--- src/pkg/usb_ev_pkg.sv ---
/*
  Constants for the low-speed USB event and control block: register
  offsets, field positions, reset values, state codes and timing.
  Assumes a 10 MHz block clock and byte offsets on a 32-bit APB.
*/
package usb_ev_pkg;

  // ==========
  // Register map (byte addresses)
  localparam logic [7:0] OFS_TOKEN = 8'h00;
  localparam logic [7:0] OFS_FLAGS = 8'h04;
  localparam logic [7:0] OFS_MASKS = 8'h08;
  localparam logic [7:0] OFS_CTRL = 8'h0C;
  localparam logic [7:0] OFS_NODE = 8'h10;
  localparam logic [7:0] OFS_INDEX = 8'h14;
  localparam logic [7:0] OFS_EPTX0 = 8'h18;
  localparam logic [7:0] OFS_RXST = 8'h24;
  localparam logic [7:0] EP_STRIDE = 8'h04;
  localparam int EP_COUNT = 3;

  // ==========
  // Event flag positions
  localparam int FLG_SLEEP = 7;
  localparam int FLG_DMA = 6;
  localparam int FLG_GOOD = 5;
  localparam int FLG_ERR = 4;
  localparam int FLG_OVF = 3;
  localparam int FLG_WAKE = 2;
  localparam int FLG_RST = 1;
  localparam int FLG_SOF = 0;

  // ==========
  // Control bits and reset values
  localparam int CTL_RESUME = 3;
  localparam int CTL_REGOFF = 2;
  localparam int CTL_SLEEP = 1;
  localparam int CTL_RESTART = 0;
  localparam logic [7:0] CTRL_RESET = 8'h06;
  localparam logic [7:0] FLAGS_RESET = 8'h00;
  localparam logic [7:0] MASKS_RESET = 8'h00;
  localparam logic [6:0] NODE_RESET = 7'h00;
  localparam logic [7:0] EPTX_RESET = 8'h00;
  localparam logic [1:0] RXST_RESET = 2'h0;

  // ==========
  // Endpoint fields and token codes
  localparam int EPTX_STOUT = 7;
  localparam int EPTX_STAT_LO = 4;
  localparam logic [1:0] STAT_NAK = 2'h2;
  localparam logic [1:0] PID_OUT = 2'h0;
  localparam logic [1:0] PID_IN = 2'h2;
  localparam logic [1:0] PID_SETUP = 2'h3;
  localparam logic [1:0] PID_LOW_FIXED = 2'h1;

  // ==========
  // Timing
  localparam int CLK_RATE_MHZ = 10;
  localparam int IDLE_TIME_US = 3000;
  localparam int IDLE_CYCLES = IDLE_TIME_US * CLK_RATE_MHZ;

  typedef enum logic [1:0] {
    LS_ACTIVE = 2'h0,
    LS_SUSPENDED = 2'h1,
    LS_RESUMING = 2'h3
  } link_state_t;

  // Zeros clear, ones keep; hardware sets always win
  function automatic logic [7:0] keep_or_set(
    input logic [7:0] old,
    input logic [7:0] wr,
    input logic [7:0] setv
  );
    keep_or_set = (old & wr) | setv;
  endfunction

  function automatic logic valid_ep(input logic [1:0] ep);
    valid_ep = (int'(ep) < EP_COUNT);
  endfunction

endpackage

--- src/pkg/line_if.sv ---
/*
  Carrier between the line synchroniser, the idle timer and the core.
  Assumes all members are on the single block clock.
*/
`timescale 1ns/1ps
`default_nettype none
interface line_if;
  logic se0;
  logic kstate;
  logic idle;
  logic activity;
  logic armed;
  logic hit;
  modport sync_mp (output se0, output kstate);
  modport timer_mp (input se0, input kstate, input armed,
                    output idle, output activity, output hit);
  modport core_mp (input se0, input kstate, input idle,
                   input activity, input hit, output armed);
endinterface
`default_nettype wire

--- src/verilog/line_sync.sv ---
/*
  Two-stage synchroniser for the transceiver SE0 and K-state outputs.
  Assumes the pins are asynchronous to clk.
*/
`timescale 1ns/1ps
`default_nettype none
module line_sync
  import usb_ev_pkg::*;
(
  input wire logic clk,
  input wire logic rst,
  input wire logic se0_pin,
  input wire logic k_pin,
  line_if.sync_mp lines
);
  logic [1:0] meta;
  logic [1:0] stable;
  logic [1:0] next_meta;
  logic [1:0] next_stable;

  always_comb begin
    next_meta = {se0_pin, k_pin};
    next_stable = meta;
  end

  always_ff @(posedge clk or posedge rst) begin
    if (rst) begin
      meta <= 2'h0;
      stable <= 2'h0;
    end else begin
      meta <= next_meta;
      stable <= next_stable;
    end
  end

  assign lines.se0 = stable[1];
  assign lines.kstate = stable[0];
endmodule
`default_nettype wire

--- src/verilog/idle_timer.sv ---
/*
  Counts bus idle (J state) time and pulses once when the idle time
  exceeds the limit while armed. Assumes synchronised line inputs.
*/
`timescale 1ns/1ps
`default_nettype none
module idle_timer
  import usb_ev_pkg::*;
#(
  parameter int CYCLES = IDLE_CYCLES
)
(
  input wire logic clk,
  input wire logic rst,
  line_if.timer_mp lines
);
  localparam int CW = $clog2(CYCLES + 1);
  localparam logic [CW-1:0] LIMIT = CW'(CYCLES);

  logic [CW-1:0] count;
  logic [CW-1:0] next_count;
  logic hit;
  logic next_hit;
  logic idle;

  if (CYCLES < 2) begin : g_chk
    $error("idle_timer: CYCLES must be at least 2");
  end

  // J state: neither SE0 nor K
  assign idle = ~lines.se0 & ~lines.kstate;

  always_comb begin
    next_count = count;
    next_hit = 1'b0;
    if (!idle || !lines.armed) begin
      next_count = '0;
    end else if (count != LIMIT) begin
      next_count = count + CW'(1);
      // Fires once per idle stretch; count then rests at the limit
      next_hit = (next_count == LIMIT);
    end
  end

  always_ff @(posedge clk or posedge rst) begin
    if (rst) begin
      count <= '0;
      hit <= 1'b0;
    end else begin
      count <= next_count;
      hit <= next_hit;
    end
  end

  assign lines.idle = idle;
  assign lines.activity = ~idle;
  assign lines.hit = hit;
endmodule
`default_nettype wire

--- src/verilog/usb_event_ctrl.sv ---
/*
  Status, event and control registers of a low-speed USB function,
  reached over APB. Assumes the serial engine supplies same-clock
  pulses and levels, and the transceiver lines arrive asynchronously.
*/
// Summary of operation
// - Expose upper two token PID bits; 00 OUT, 10 IN, 11 SETUP.
// - Token register bits 5:3 and 0 read zero.
// - Token register bit 2 shows live SE0 line state.
// - Token register bit 1 shows differential receiver, 1 for K.
// - Hardware sets event flags; software only clears them.
// - Idle over 3 ms raises sleep request; armed by bus reset.
// - Late DMA service sets event bit 6.
// - Correct transfer sets bit 5, keeps token type and endpoint.
// - Correct means no PID, CRC, toggle, overrun, stuff, frame error, and no NAK/STALL sent.
// - Timeout, CRC, stuffing or framing error sets bit 4.
// - Setting error or frame flag again while set sets bit 3.
// - Activity during suspend sets bit 2, on its own vector.
// - Bus reset sets bit 1 and resets address and endpoints.
// - Keep-alive strobe or resume end sets bit 0.
// - Interrupt when flag and mask set and global disable clear.
// - Resume bit 3 drives resume signalling while set.
// - Power-down bit turns the regulator off.
// - Forced sleep enters suspend; activity clears it.
// - Forced restart holds bus reset; clearing raises reset event.
// - Seven-bit address, bit 7 zero, cleared by any bus reset.
// - Status-out bit stalls nonzero-length OUT on that endpoint.
// - Two-bit endpoint field names the endpoint needing attention.
// - Correct IN/SETUP NAKs transmit; correct OUT/SETUP NAKs receive.
`timescale 1ns/1ps
`default_nettype none
module usb_event_ctrl
  import usb_ev_pkg::*;
#(
  parameter int IDLE_LIMIT = IDLE_CYCLES
)
(
  input wire logic clk,
  input wire logic rst,
  input wire logic psel,
  input wire logic penable,
  input wire logic pwrite,
  input wire logic [7:0] paddr,
  input wire logic [31:0] pwdata,
  output logic [31:0] prdata,
  output logic pready,
  output logic pslverr,
  input wire logic se0_pin,
  input wire logic k_pin,
  input wire logic token_seen,
  input wire logic [3:0] token_pid,
  input wire logic xfer_done,
  input wire logic [1:0] xfer_ep,
  input wire logic pid_ok,
  input wire logic crc_ok,
  input wire logic toggle_ok,
  input wire logic data_overrun,
  input wire logic stuff_err,
  input wire logic frame_err,
  input wire logic nak_stall_sent,
  input wire logic timeout_err,
  input wire logic dma_late,
  input wire logic keepalive,
  input wire logic bus_reset_seen,
  input wire logic [1:0] out_ep,
  input wire logic out_nonzero,
  input wire logic cpu_irq_disable,
  output logic irq,
  output logic wake_irq,
  output logic resume_drive,
  output logic regulator_off,
  output logic restart_hold,
  output logic out_stall
);
  // ==========
  // Line conditioning and idle timer
  line_if lines ();

  line_sync u_sync (
    .clk(clk),
    .rst(rst),
    .se0_pin(se0_pin),
    .k_pin(k_pin),
    .lines(lines)
  );

  idle_timer #(.CYCLES(IDLE_LIMIT)) u_idle (
    .clk(clk),
    .rst(rst),
    .lines(lines)
  );

  // ==========
  // State
  logic [1:0] token_type_bits;
  logic [7:0] event_flags;
  logic [7:0] event_masks;
  logic [7:0] bus_control;
  logic [6:0] node_number;
  logic [1:0] endpoint_index;
  logic [7:0] endpoint_tx_control [EP_COUNT];
  logic [1:0] rx_state [EP_COUNT];
  logic restart_q, armed;
  link_state_t lstate;

  logic [1:0] next_token_type_bits;
  logic [7:0] next_event_flags;
  logic [7:0] next_event_masks;
  logic [7:0] next_bus_control;
  logic [6:0] next_node_number;
  logic [1:0] next_endpoint_index;
  logic [7:0] next_endpoint_tx_control [EP_COUNT];
  logic [1:0] next_rx_state [EP_COUNT];
  link_state_t next_lstate;
  logic [31:0] next_prdata;
  logic next_armed, next_irq, next_wake_irq, next_pslverr;

  // ==========
  // Event decode
  logic setup_ph, access_wr, addr_ok, good, err_ev, sof_ev, resume_end;
  logic wake_ev, restart_fall, bus_rst_ev, ep_clear;
  logic [7:0] set_vec, tok_reg;

  assign setup_ph = psel & ~penable;
  assign access_wr = psel & penable & pwrite & addr_ok;

  assign good = xfer_done & pid_ok & crc_ok & toggle_ok & ~data_overrun
                & ~stuff_err & ~frame_err & ~nak_stall_sent;
  assign err_ev = timeout_err
                  | (xfer_done & (~crc_ok | stuff_err | frame_err));
  assign resume_end = (lstate == LS_RESUMING)
                      & ~bus_control[CTL_RESUME] & lines.idle;
  assign sof_ev = keepalive | resume_end;
  assign wake_ev = (lstate == LS_SUSPENDED) & lines.activity;
  assign restart_fall = restart_q & ~bus_control[CTL_RESTART];
  assign bus_rst_ev = bus_reset_seen | restart_fall;
  // Also held clear while restart is forced
  assign ep_clear = bus_reset_seen | bus_control[CTL_RESTART];

  always_comb begin
    set_vec = 8'h00;
    set_vec[FLG_SLEEP] = lines.hit;
    set_vec[FLG_DMA] = dma_late;
    set_vec[FLG_GOOD] = good;
    set_vec[FLG_ERR] = err_ev;
    set_vec[FLG_OVF] = (err_ev & event_flags[FLG_ERR])
                       | (sof_ev & event_flags[FLG_SOF]);
    set_vec[FLG_WAKE] = wake_ev;
    set_vec[FLG_RST] = bus_rst_ev;
    set_vec[FLG_SOF] = sof_ev;
  end

  assign tok_reg = {token_type_bits, 3'h0, lines.se0, lines.kstate, 1'h0};

  // ==========
  // Register file and event logic
  always_comb begin
    next_token_type_bits = token_type_bits;
    next_event_masks = event_masks;
    next_bus_control = bus_control;
    next_node_number = node_number;
    next_endpoint_index = endpoint_index;
    for (int i = 0; i < EP_COUNT; i++) begin
      next_endpoint_tx_control[i] = endpoint_tx_control[i];
      next_rx_state[i] = rx_state[i];
    end

    if (token_seen) begin
      next_token_type_bits = token_pid[3:2];
    end

    if (access_wr && paddr == OFS_FLAGS) begin
      next_event_flags = keep_or_set(event_flags, pwdata[7:0], set_vec);
    end else begin
      next_event_flags = event_flags | set_vec;
    end

    if (access_wr) begin
      if (paddr == OFS_MASKS) begin
        next_event_masks = pwdata[7:0];
      end else if (paddr == OFS_CTRL) begin
        next_bus_control = {4'h0, pwdata[3:0]};
      end else if (paddr == OFS_NODE) begin
        next_node_number = pwdata[6:0];
      end else if (paddr == OFS_RXST) begin
        for (int i = 0; i < EP_COUNT; i++) begin
          next_rx_state[i] = pwdata[2*i +: 2];
        end
      end else begin
        for (int i = 0; i < EP_COUNT; i++) begin
          if (paddr == OFS_EPTX0 + EP_STRIDE * 8'(i)) begin
            next_endpoint_tx_control[i] = pwdata[7:0];
          end
        end
      end
    end

    // Hardware clear of forced sleep on wake-up activity
    if (wake_ev) begin
      next_bus_control[CTL_SLEEP] = 1'b0;
    end

    if (good && valid_ep(xfer_ep)) begin
      next_endpoint_index = xfer_ep;
      if (token_type_bits == PID_IN || token_type_bits == PID_SETUP) begin
        next_endpoint_tx_control[xfer_ep][EPTX_STAT_LO +: 2] = STAT_NAK;
      end
      if (token_type_bits == PID_OUT || token_type_bits == PID_SETUP) begin
        next_rx_state[xfer_ep] = STAT_NAK;
      end
    end

    if (ep_clear) begin
      next_node_number = NODE_RESET;
      for (int i = 0; i < EP_COUNT; i++) begin
        next_endpoint_tx_control[i] = EPTX_RESET;
        next_rx_state[i] = RXST_RESET;
      end
    end

    next_irq = ~cpu_irq_disable
               & |(next_event_flags & event_masks & ~(8'h01 << FLG_WAKE));
    next_wake_irq = ~cpu_irq_disable & next_event_flags[FLG_WAKE]
                    & event_masks[FLG_WAKE];
  end

  always_ff @(posedge clk or posedge rst) begin
    if (rst) begin
      token_type_bits <= 2'h0;
      event_flags <= FLAGS_RESET;
      event_masks <= MASKS_RESET;
      bus_control <= CTRL_RESET;
      node_number <= NODE_RESET;
      endpoint_index <= 2'h0;
      for (int i = 0; i < EP_COUNT; i++) begin
        endpoint_tx_control[i] <= EPTX_RESET;
        rx_state[i] <= RXST_RESET;
      end
      restart_q <= 1'b0;
      irq <= 1'b0;
      wake_irq <= 1'b0;
    end else begin
      token_type_bits <= next_token_type_bits;
      event_flags <= next_event_flags;
      event_masks <= next_event_masks;
      bus_control <= next_bus_control;
      node_number <= next_node_number;
      endpoint_index <= next_endpoint_index;
      for (int i = 0; i < EP_COUNT; i++) begin
        endpoint_tx_control[i] <= next_endpoint_tx_control[i];
        rx_state[i] <= next_rx_state[i];
      end
      restart_q <= bus_control[CTL_RESTART];
      irq <= next_irq;
      wake_irq <= next_wake_irq;
    end
  end

  // ==========
  // Suspend tracking
  // Idle check stays off from forced sleep until the resume completes,
  // so a long resume gap cannot raise a fresh sleep request.
  always_comb begin
    next_lstate = lstate;
    next_armed = armed;
    case (lstate)
      LS_ACTIVE: begin
        if (bus_control[CTL_SLEEP]) begin
          next_lstate = LS_SUSPENDED;
          next_armed = 1'b0;
        end
      end
      LS_SUSPENDED: begin
        if (wake_ev || bus_control[CTL_RESUME]) begin
          next_lstate = LS_RESUMING;
        end
      end
      LS_RESUMING: begin
        if (resume_end) begin
          next_lstate = LS_ACTIVE;
          next_armed = 1'b1;
        end
      end
      default: begin
        next_lstate = LS_ACTIVE;
      end
    endcase
    if (bus_rst_ev) begin
      next_lstate = LS_ACTIVE;
      next_armed = 1'b1;
    end
  end

  always_ff @(posedge clk or posedge rst) begin
    if (rst) begin
      lstate <= LS_ACTIVE;
      armed <= 1'b0;
    end else begin
      lstate <= next_lstate;
      armed <= next_armed;
    end
  end

  assign lines.armed = armed;

  // ==========
  // APB read path: data captured in the setup phase, zero wait
  always_comb begin
    addr_ok = 1'b1;
    next_prdata = 32'h0;
    if (paddr == OFS_TOKEN) begin
      next_prdata[7:0] = tok_reg;
    end else if (paddr == OFS_FLAGS) begin
      next_prdata[7:0] = event_flags;
    end else if (paddr == OFS_MASKS) begin
      next_prdata[7:0] = event_masks;
    end else if (paddr == OFS_CTRL) begin
      next_prdata[7:0] = bus_control;
    end else if (paddr == OFS_NODE) begin
      next_prdata[7:0] = {1'b0, node_number};
    end else if (paddr == OFS_INDEX) begin
      next_prdata[5:4] = endpoint_index;
    end else if (paddr == OFS_RXST) begin
      for (int i = 0; i < EP_COUNT; i++) begin
        next_prdata[2*i +: 2] = rx_state[i];
      end
    end else begin
      addr_ok = 1'b0;
      for (int i = 0; i < EP_COUNT; i++) begin
        if (paddr == OFS_EPTX0 + EP_STRIDE * 8'(i)) begin
          addr_ok = 1'b1;
          next_prdata[7:0] = endpoint_tx_control[i];
        end
      end
    end
    next_pslverr = ~addr_ok;
  end

  always_ff @(posedge clk or posedge rst) begin
    if (rst) begin
      prdata <= 32'h0;
      pslverr <= 1'b0;
    end else if (setup_ph) begin
      prdata <= next_prdata;
      pslverr <= next_pslverr;
    end
  end

  assign pready = 1'b1;

  // ==========
  // Bus-facing controls
  assign resume_drive = bus_control[CTL_RESUME];
  assign regulator_off = bus_control[CTL_REGOFF];
  assign restart_hold = bus_control[CTL_RESTART];
  assign out_stall = valid_ep(out_ep) & out_nonzero
                     & endpoint_tx_control[out_ep][EPTX_STOUT];
endmodule
`default_nettype wire

--- config.mk ---
export PLATFORM = sky130hd
export DESIGN_NAME = usb_event_ctrl
export DESIGN_NICKNAME = d
export VERILOG_FILES = /design/src/pkg/usb_ev_pkg.sv /design/src/pkg/line_if.sv /design/src/verilog/line_sync.sv /design/src/verilog/idle_timer.sv /design/src/verilog/usb_event_ctrl.sv
export SDC_FILE = /design/constraint.sdc
export NUM_CORES = 1
export LEC_CHECK = 0
export BUFFER_PORTS_ARGS = -buffer_cell sky130_fd_sc_hd__buf_2
export CAP_MARGIN = 20
export CORE_ASPECT_RATIO = 1.5
export CORE_UTILIZATION = 45
export DETAILED_ROUTE_END_ITERATION = 8
export GPL_TIMING_DRIVEN = 0
export MAX_ROUTING_LAYER = met4
export PLACE_DENSITY = 0.7
export SLEW_MARGIN = 20
export SYNTH_ARGS = -nofsm -noshare
export SYNTH_HDL_FRONTEND = slang
export SYNTH_SLANG_ARGS = --single-unit
--- constraint.sdc ---
create_clock -name clk -period 2.97 [get_ports clk]
set_input_delay 0.1485 -clock clk [delete_from_list [all_inputs] [get_ports clk]]
set_output_delay 0.1485 -clock clk [all_outputs]
set_load 0.02 [all_outputs]
# --- Word level (Yosys, flattened, before mapping) ---
# Cells that the tools add are included.
word_totals:
  output_inout_bits: 40
  wordCells: 203
  reg_bits: 96
  input_bits: 70
op_classes:
  mux: 73
  eq_ne: 21
  bitwise: 54
  n_lt_le_gt_ge: 5
  addsub: 1
  n_reduce_logical: 25
op_table:
  columns: ["operator", "n"]
  rows:
  - ["2-to-1 mux 24 bit", 8]
  - ["2-to-1 mux 8 bit", 14]
  - ["2-to-1 mux 6 bit", 10]
  - ["2-to-1 mux 7 bit", 5]
  - ["equality test 8 x 5 -> 1 bit, second input constant", 4]
  - ["2-to-1 mux 15 bit", 2]
  - ["bitwise AND 1 bit", 24]
  - ["bitwise mux 24 bit", 1]
  - ["2-to-1 mux 2 bit", 11]
  - ["bitwise AND 8 bit", 2]
  - ["binary-select mux 8 bit (select 2 bit)", 1]
  - ["demux 8 bit (select 2 bit)", 1]
  - ["equality test 8 x 4 -> 1 bit, second input constant", 2]
  - ["equality test 8 x 6 -> 1 bit, second input constant", 2]
  - ["2-to-1 mux 1 bit", 16]
  - ["OR 8 bit", 2]
  - ["adder 15 x 1 -> 15 bit, second input constant", 1]
  - ["equality test 15 bit, second input constant", 1]
  - ["!= test 15 bit, second input constant", 1]
  - ["NOT 1 bit", 14]
  - ["AND reduction 3 bit", 4]
  - ["nonzero test 2 bit", 5]
  - ["equality test 8 x 3 -> 1 bit, second input constant", 1]
  - ["zero test 8 bit", 1]
  - ["other kinds (25)", 46]

# --- Logic depth before layout (Yosys ltp) ---
logic_depth:
  depth_word: 17
  depth_mapped: 7

# --- Cells and area by module ---
# A second synthesis with hierarchy kept.
hier_totals:
  hier_cells: 572
  area_unflattened_um2: 5464.0
modules_own_cells:
  columns: ["module", "instances", "cells_per_inst", "area_per_inst_um2"]
  rows:
  - ["usb_event_ctrl", 1, 454, 4335.4]
  - ["idle_timer", 1, 113, 1024.7]
  - ["line_sync", 1, 5, 103.8]

# --- Worst setup path before layout ---
# OpenSTA, ideal clock, no wires.
synth_timing:
  path_type: "reg-to-reg"
  startpoint: "reg u_idle.count[0]"
  endpoint: "reg u_idle.hit (netlist: u_idle.lines.hit)"
  stages_incl_launch_ff: 7
  path_slack_ns: 0.876
  period_less_slack_ns: 2.094
  arrival_time_ns: 1.993
  setup_ns: 0.101
  required_time_ns: 2.869
  n_path_buf: 1
  path_cell_list: "dfrtp_1 ha_1 and3_1 clkbuf_1 or3_1 a2111o_1 nor4_1"
synth_between:
  elab_chain_cells: 4
  word_cells_on_any_way: 5
  cone_classes: "1 x add/sub; 2 x eq/ne; 2 x mux"
synth_lines:
  columns: ["item", "line_no", "rtl"]
  rows:
  - ["start, declared", "idle_timer.sv:20", "logic [CW-1:0] count;"]
  - ["start signal, assigned", "idle_timer.sv:50", "count <= next_count;"]
  - ["adder 15 x 1 -> 15 bit", "idle_timer.sv:39", "next_count = count + CW'(1);"]
  - ["equality test 15 bit", "idle_timer.sv:41", "next_hit = (next_count == LIMIT);"]
  - ["2-to-1 mux 1 bit (*)", "idle_timer.sv:38", "end else if (count != LIMIT) begin"]
  - ["2-to-1 mux 1 bit (*)", "idle_timer.sv:36", "if (!idle || !lines.armed) begin"]
  - ["named net u_idle.next_hit", "idle_timer.sv:23", "logic next_hit;"]
  - ["end signal, assigned", "idle_timer.sv:51", "hit <= next_hit;"]
  - ["end, declared", "idle_timer.sv:22", "logic hit;"]
# Mark *: on every way through the listed nets, which the timed path passes. The rest lies on a longest branch.
# A chain may end at the register's enable or synchronous reset.

# --- Final worst setup path ---
# Ends and elaborated chain as after synthesis.

==> parameters.txt <==
Parameter                              Value

Placement
  Placed standard-cell area ... 5930 µm²
  Detailed placer's ending HPWL ... 11700 µm
  Total of buffers placed on input and output ports ... 55
  Final weighted congestion in routability-driven placement ... 0.935
  Placed insts ... 800

Die
  Die width ... 91.0 µm
  Ports placed on the boundary ... 110
  Core footprint ... 11500 µm²
  Die area ... 12300 µm²
  DIE HEIGHT ... 135 µm
  Number of rows in the core area ... 48
  Starting utilization of the core area ... 0.464

Final layout
  Commonest non-fill, non-tap cell in the layout ... dfrtp_1
  Fill cell count ... 1060
  Cell Count, Final, Fillers Out ... 819
  Area of all sequential standard cells ... 2400 µm²
  Number of diodes added for antenna fixing ... 0
  Most used cells in the layout excluding fill and tap cells ... dfrtp_1 (94), buf_2 (59), nor2_1 (57), nand2_1 (51), o21ai_0 (46)
  Post-route cell area ... 6300 µm²
  Layout cells sized above 1 ... 0.200
  Final #Nets ... 739
  Layout Area Growth over Synthesis ... 17.9%
  Footprint of the multi-input gates ... 2690 µm²

Logic synthesis
  Area of the mapped netlist ... 5350 µm²
  Synthesized instance count ... 571
  Sequential element share of the synthesized area ... 0.450
  Number of different library cells in the post-synthesis netlist ... 66
  Register bit total from synthesis ... 96
  Syn Area/Cell ... 9.36 µm²
  EDFF count, synth ... 0
  Yosys warning count ... 0
  Post-synth top area cell ... dfrtp_1
  Share of flip-flops with an asynchronous set or reset ... 1.00
  Area share of the largest cell type after synthesis ... 0.440
  Top FF cell, synth ... dfrtp_1
  Leading post-synthesis cells by cell area ... dfrtp_1 (44%), mux2i_1 (6.2%), o21ai_0 (4.3%)

Clock network
  Buffer levels on the longest clock path ... 2
  Clock latency reported for the late side of the worst-skew pair ... 0.35 ns
  Clock transition at the register clock pins on the worst setup and hold paths after CTS ... 0.07 ns
  Clock root buffer ... clkbuf_16
  H-tree level count ... 3
  Clock tree from TritonCTS ... done
  CTS Buf Count ... 9
  Number of clock sinks ... 96

Timing
  Final min period ... 2.35 ns
  Maximum clock skew at final layout ... 0.00797 ns
  Actual transition at the worst max-transition pin ... 0.995 ns
  Final period util ... 0.790
  Final setup violation count ... 0
  Max_slew headroom ... 0.335
  Max Slew Vio Count ... 0
  Maximum clock frequency ... 426 MHz
  Unrepaired setup endpoints after global routing ... false
  Number of hold-slack violations in the final timing report ... 0

GRT
  Total global-route track usage ... 0.273
  Pin count of the biggest net entering global routing ... 79
  Vias in the first global route ... 4558
  Initial antenna violation count ... 0
  Remaining global-route overflow ... 0
  Global-route wire length before repair ... 24700 µm

Setup path
  Worst Path Required ... 3.21 ns
  Crit path kind ... flip-flop to flip-flop
  Highest net fanout along the worst path ... 8
  Type of element launching the critical path ... flip-flop
  Data arrival time of the worst path ... 2.59 ns
  Worst Setup End Kind ... flip-flop

Detailed routing
  Uppermost layer routed ... met4
  Length of routed met3 wiring ... 849 µm
  Mean number of vias per cell ... 5.89
  Number of search-and-repair iterations in the first detailed-routing pass ... 5
  Drc violations ... 0
  Final routed wire length divided by cell count ... 19.2 µm
  Total number of vias ... 4823
  Met1 Routed Length ... 5810 µm
  Remaining antenna violation count ... 0
  Metal2 WL ... 8140 µm
  Number of violations reported at the end of detailed-routing iteration 0 ... 415
  Wirelength, routed ... 15700 µm

Job
  Max-capacitance violation count ... 0

Power
  Leakage power total ... 2.63 nW
  Largest voltage drop on the vdd net ... 295 µV
  Power Total ... 2.98 mW
  Power density normalized to cell area ... 473 nW/µm²

Worst hold path
  Worst hold path type ... input port to flip-flop

Outcome
  Outcome ... finished clean
==> logic make-up after synthesis <==
kind of cell / synth area share
and+or+nand+nor: 0.207
AOI/OAI and AO/OA: 0.158
DFF: 0.450
buffers and inverters: 0.0634
muxes: 0.0871
xor gates and xnor gates: 0.0213
adders and majority gates: 0.0117
other: 0.00140
==> metrics by stage <==
| stage | worst slack, ns | util | setup TNS [ns] | hold WS, ns |
|---|---|---|---|---|
| after floorplan | 0.319 | - | 0 | 0.180 |
| after global routing | 0.441 | 0.547 | 0 | 0.0352 |
| after detailed placement | 0.449 | 0.514 | 0 | 0.0977 |
| after CTS | 0.639 | 0.547 | 0 | 0.0267 |
| final | 0.624 | 0.547 | 0 | 0.0220 |
| after global placement | -0.792 | 0.511 | -73.49 | 0.259 |
==> flip-flops by register name, indices dropped and copies added (netlist names), 4 cells and up <==
| signal | flops |
|---|---|
| bus_control | 4 |
| endpoint_tx_control | 24 |
| event_flags | 8 |
| event_masks | 8 |
| node_number | 7 |
| prdata | 8 |
| rx_state | 6 |
| u_idle.count | 15 |
==> worst max-delay path, cell delays in order, from the launching register on <==
cell	delay [ns]
dfrtp_1	0.47
ha_1	0.31
and3_1	0.21
clkbuf_1	0.17
or3_1	0.38
a2111o_1	0.43
nor4_1	0.28
==> final timing paths <==
path                                  from                to  slack (ns)  cells past startpoint
setup / recovery           u_idle.count[0]  u_idle.lines.hit        0.62                      6
hold / removal             cpu_irq_disable               irq        0.02                      2
setup reg to reg           u_idle.count[0]  u_idle.lines.hit        0.62                      6
hold reg to reg             u_sync.meta[1]  u_sync.stable[1]        0.35                      0
max in group asynchronous              rst    bus_control[2]        2.02                      4
min in group asynchronous              rst               irq        0.27                      3
==> final cells by class <==
type,count,share of cell area
multi-input combinational,435,0.427
sequential,96,0.382
timing repair buffer,59,0.0528
buffer,51,0.0467
clock buffer,9,0.0357
tap,150,0.0298
clock inverter,7,0.0189
inverter,12,0.00794
==> routing by layer <==
metal	up-vias	track usage
met1	2320	0.295
met5	-	-
met2	234	0.466
met3	68	0.0449
met4	0	0.176
li1	2201	-
==> synth_stat cells (3+ instances only) <==
cell type,count
o22ai_1,10
nand3_1,20
a22oi_1,3
and4_1,3
ha_1,5
o21ai_0,46
buf_2,4
or3_1,4
a31oi_1,3
nor4_1,5
nor3_1,5
nand2_1,51
buf_1,3
inv_1,12
buf_4,26
nor2_1,57
xnor2_1,7
nor2b_1,8
xor2_1,6
a221oi_1,7
a32oi_1,4
mux2i_1,33
nor3b_1,5
dfrtp_1,94
nand2b_1,8
nand4_1,10
a21oi_1,43
clkbuf_1,18
a21boi_0,4
nand3b_1,3
nor4bb_1,3
mux2_2,12
and3_1,6
==> report_power, final <==
part	internal, mW	switching (mW)	total, mW
Combinational	0.0995	0.191	0.290
Sequential	1.33	0.0182	1.35
Clock	0.824	0.516	1.34
Total	2.25	0.725	2.98
==> what timing repair did <==
| action | CTS | global route |
|---|---|---|
| hold buffers | 3 | 0 |
| gates resized for setup | 0 | 0 |
| hold endpoints to repair | 20 | 0 |
| buffers inserted | 0 | 0 |
No activity file was read; power rests on OpenSTA's default activity.
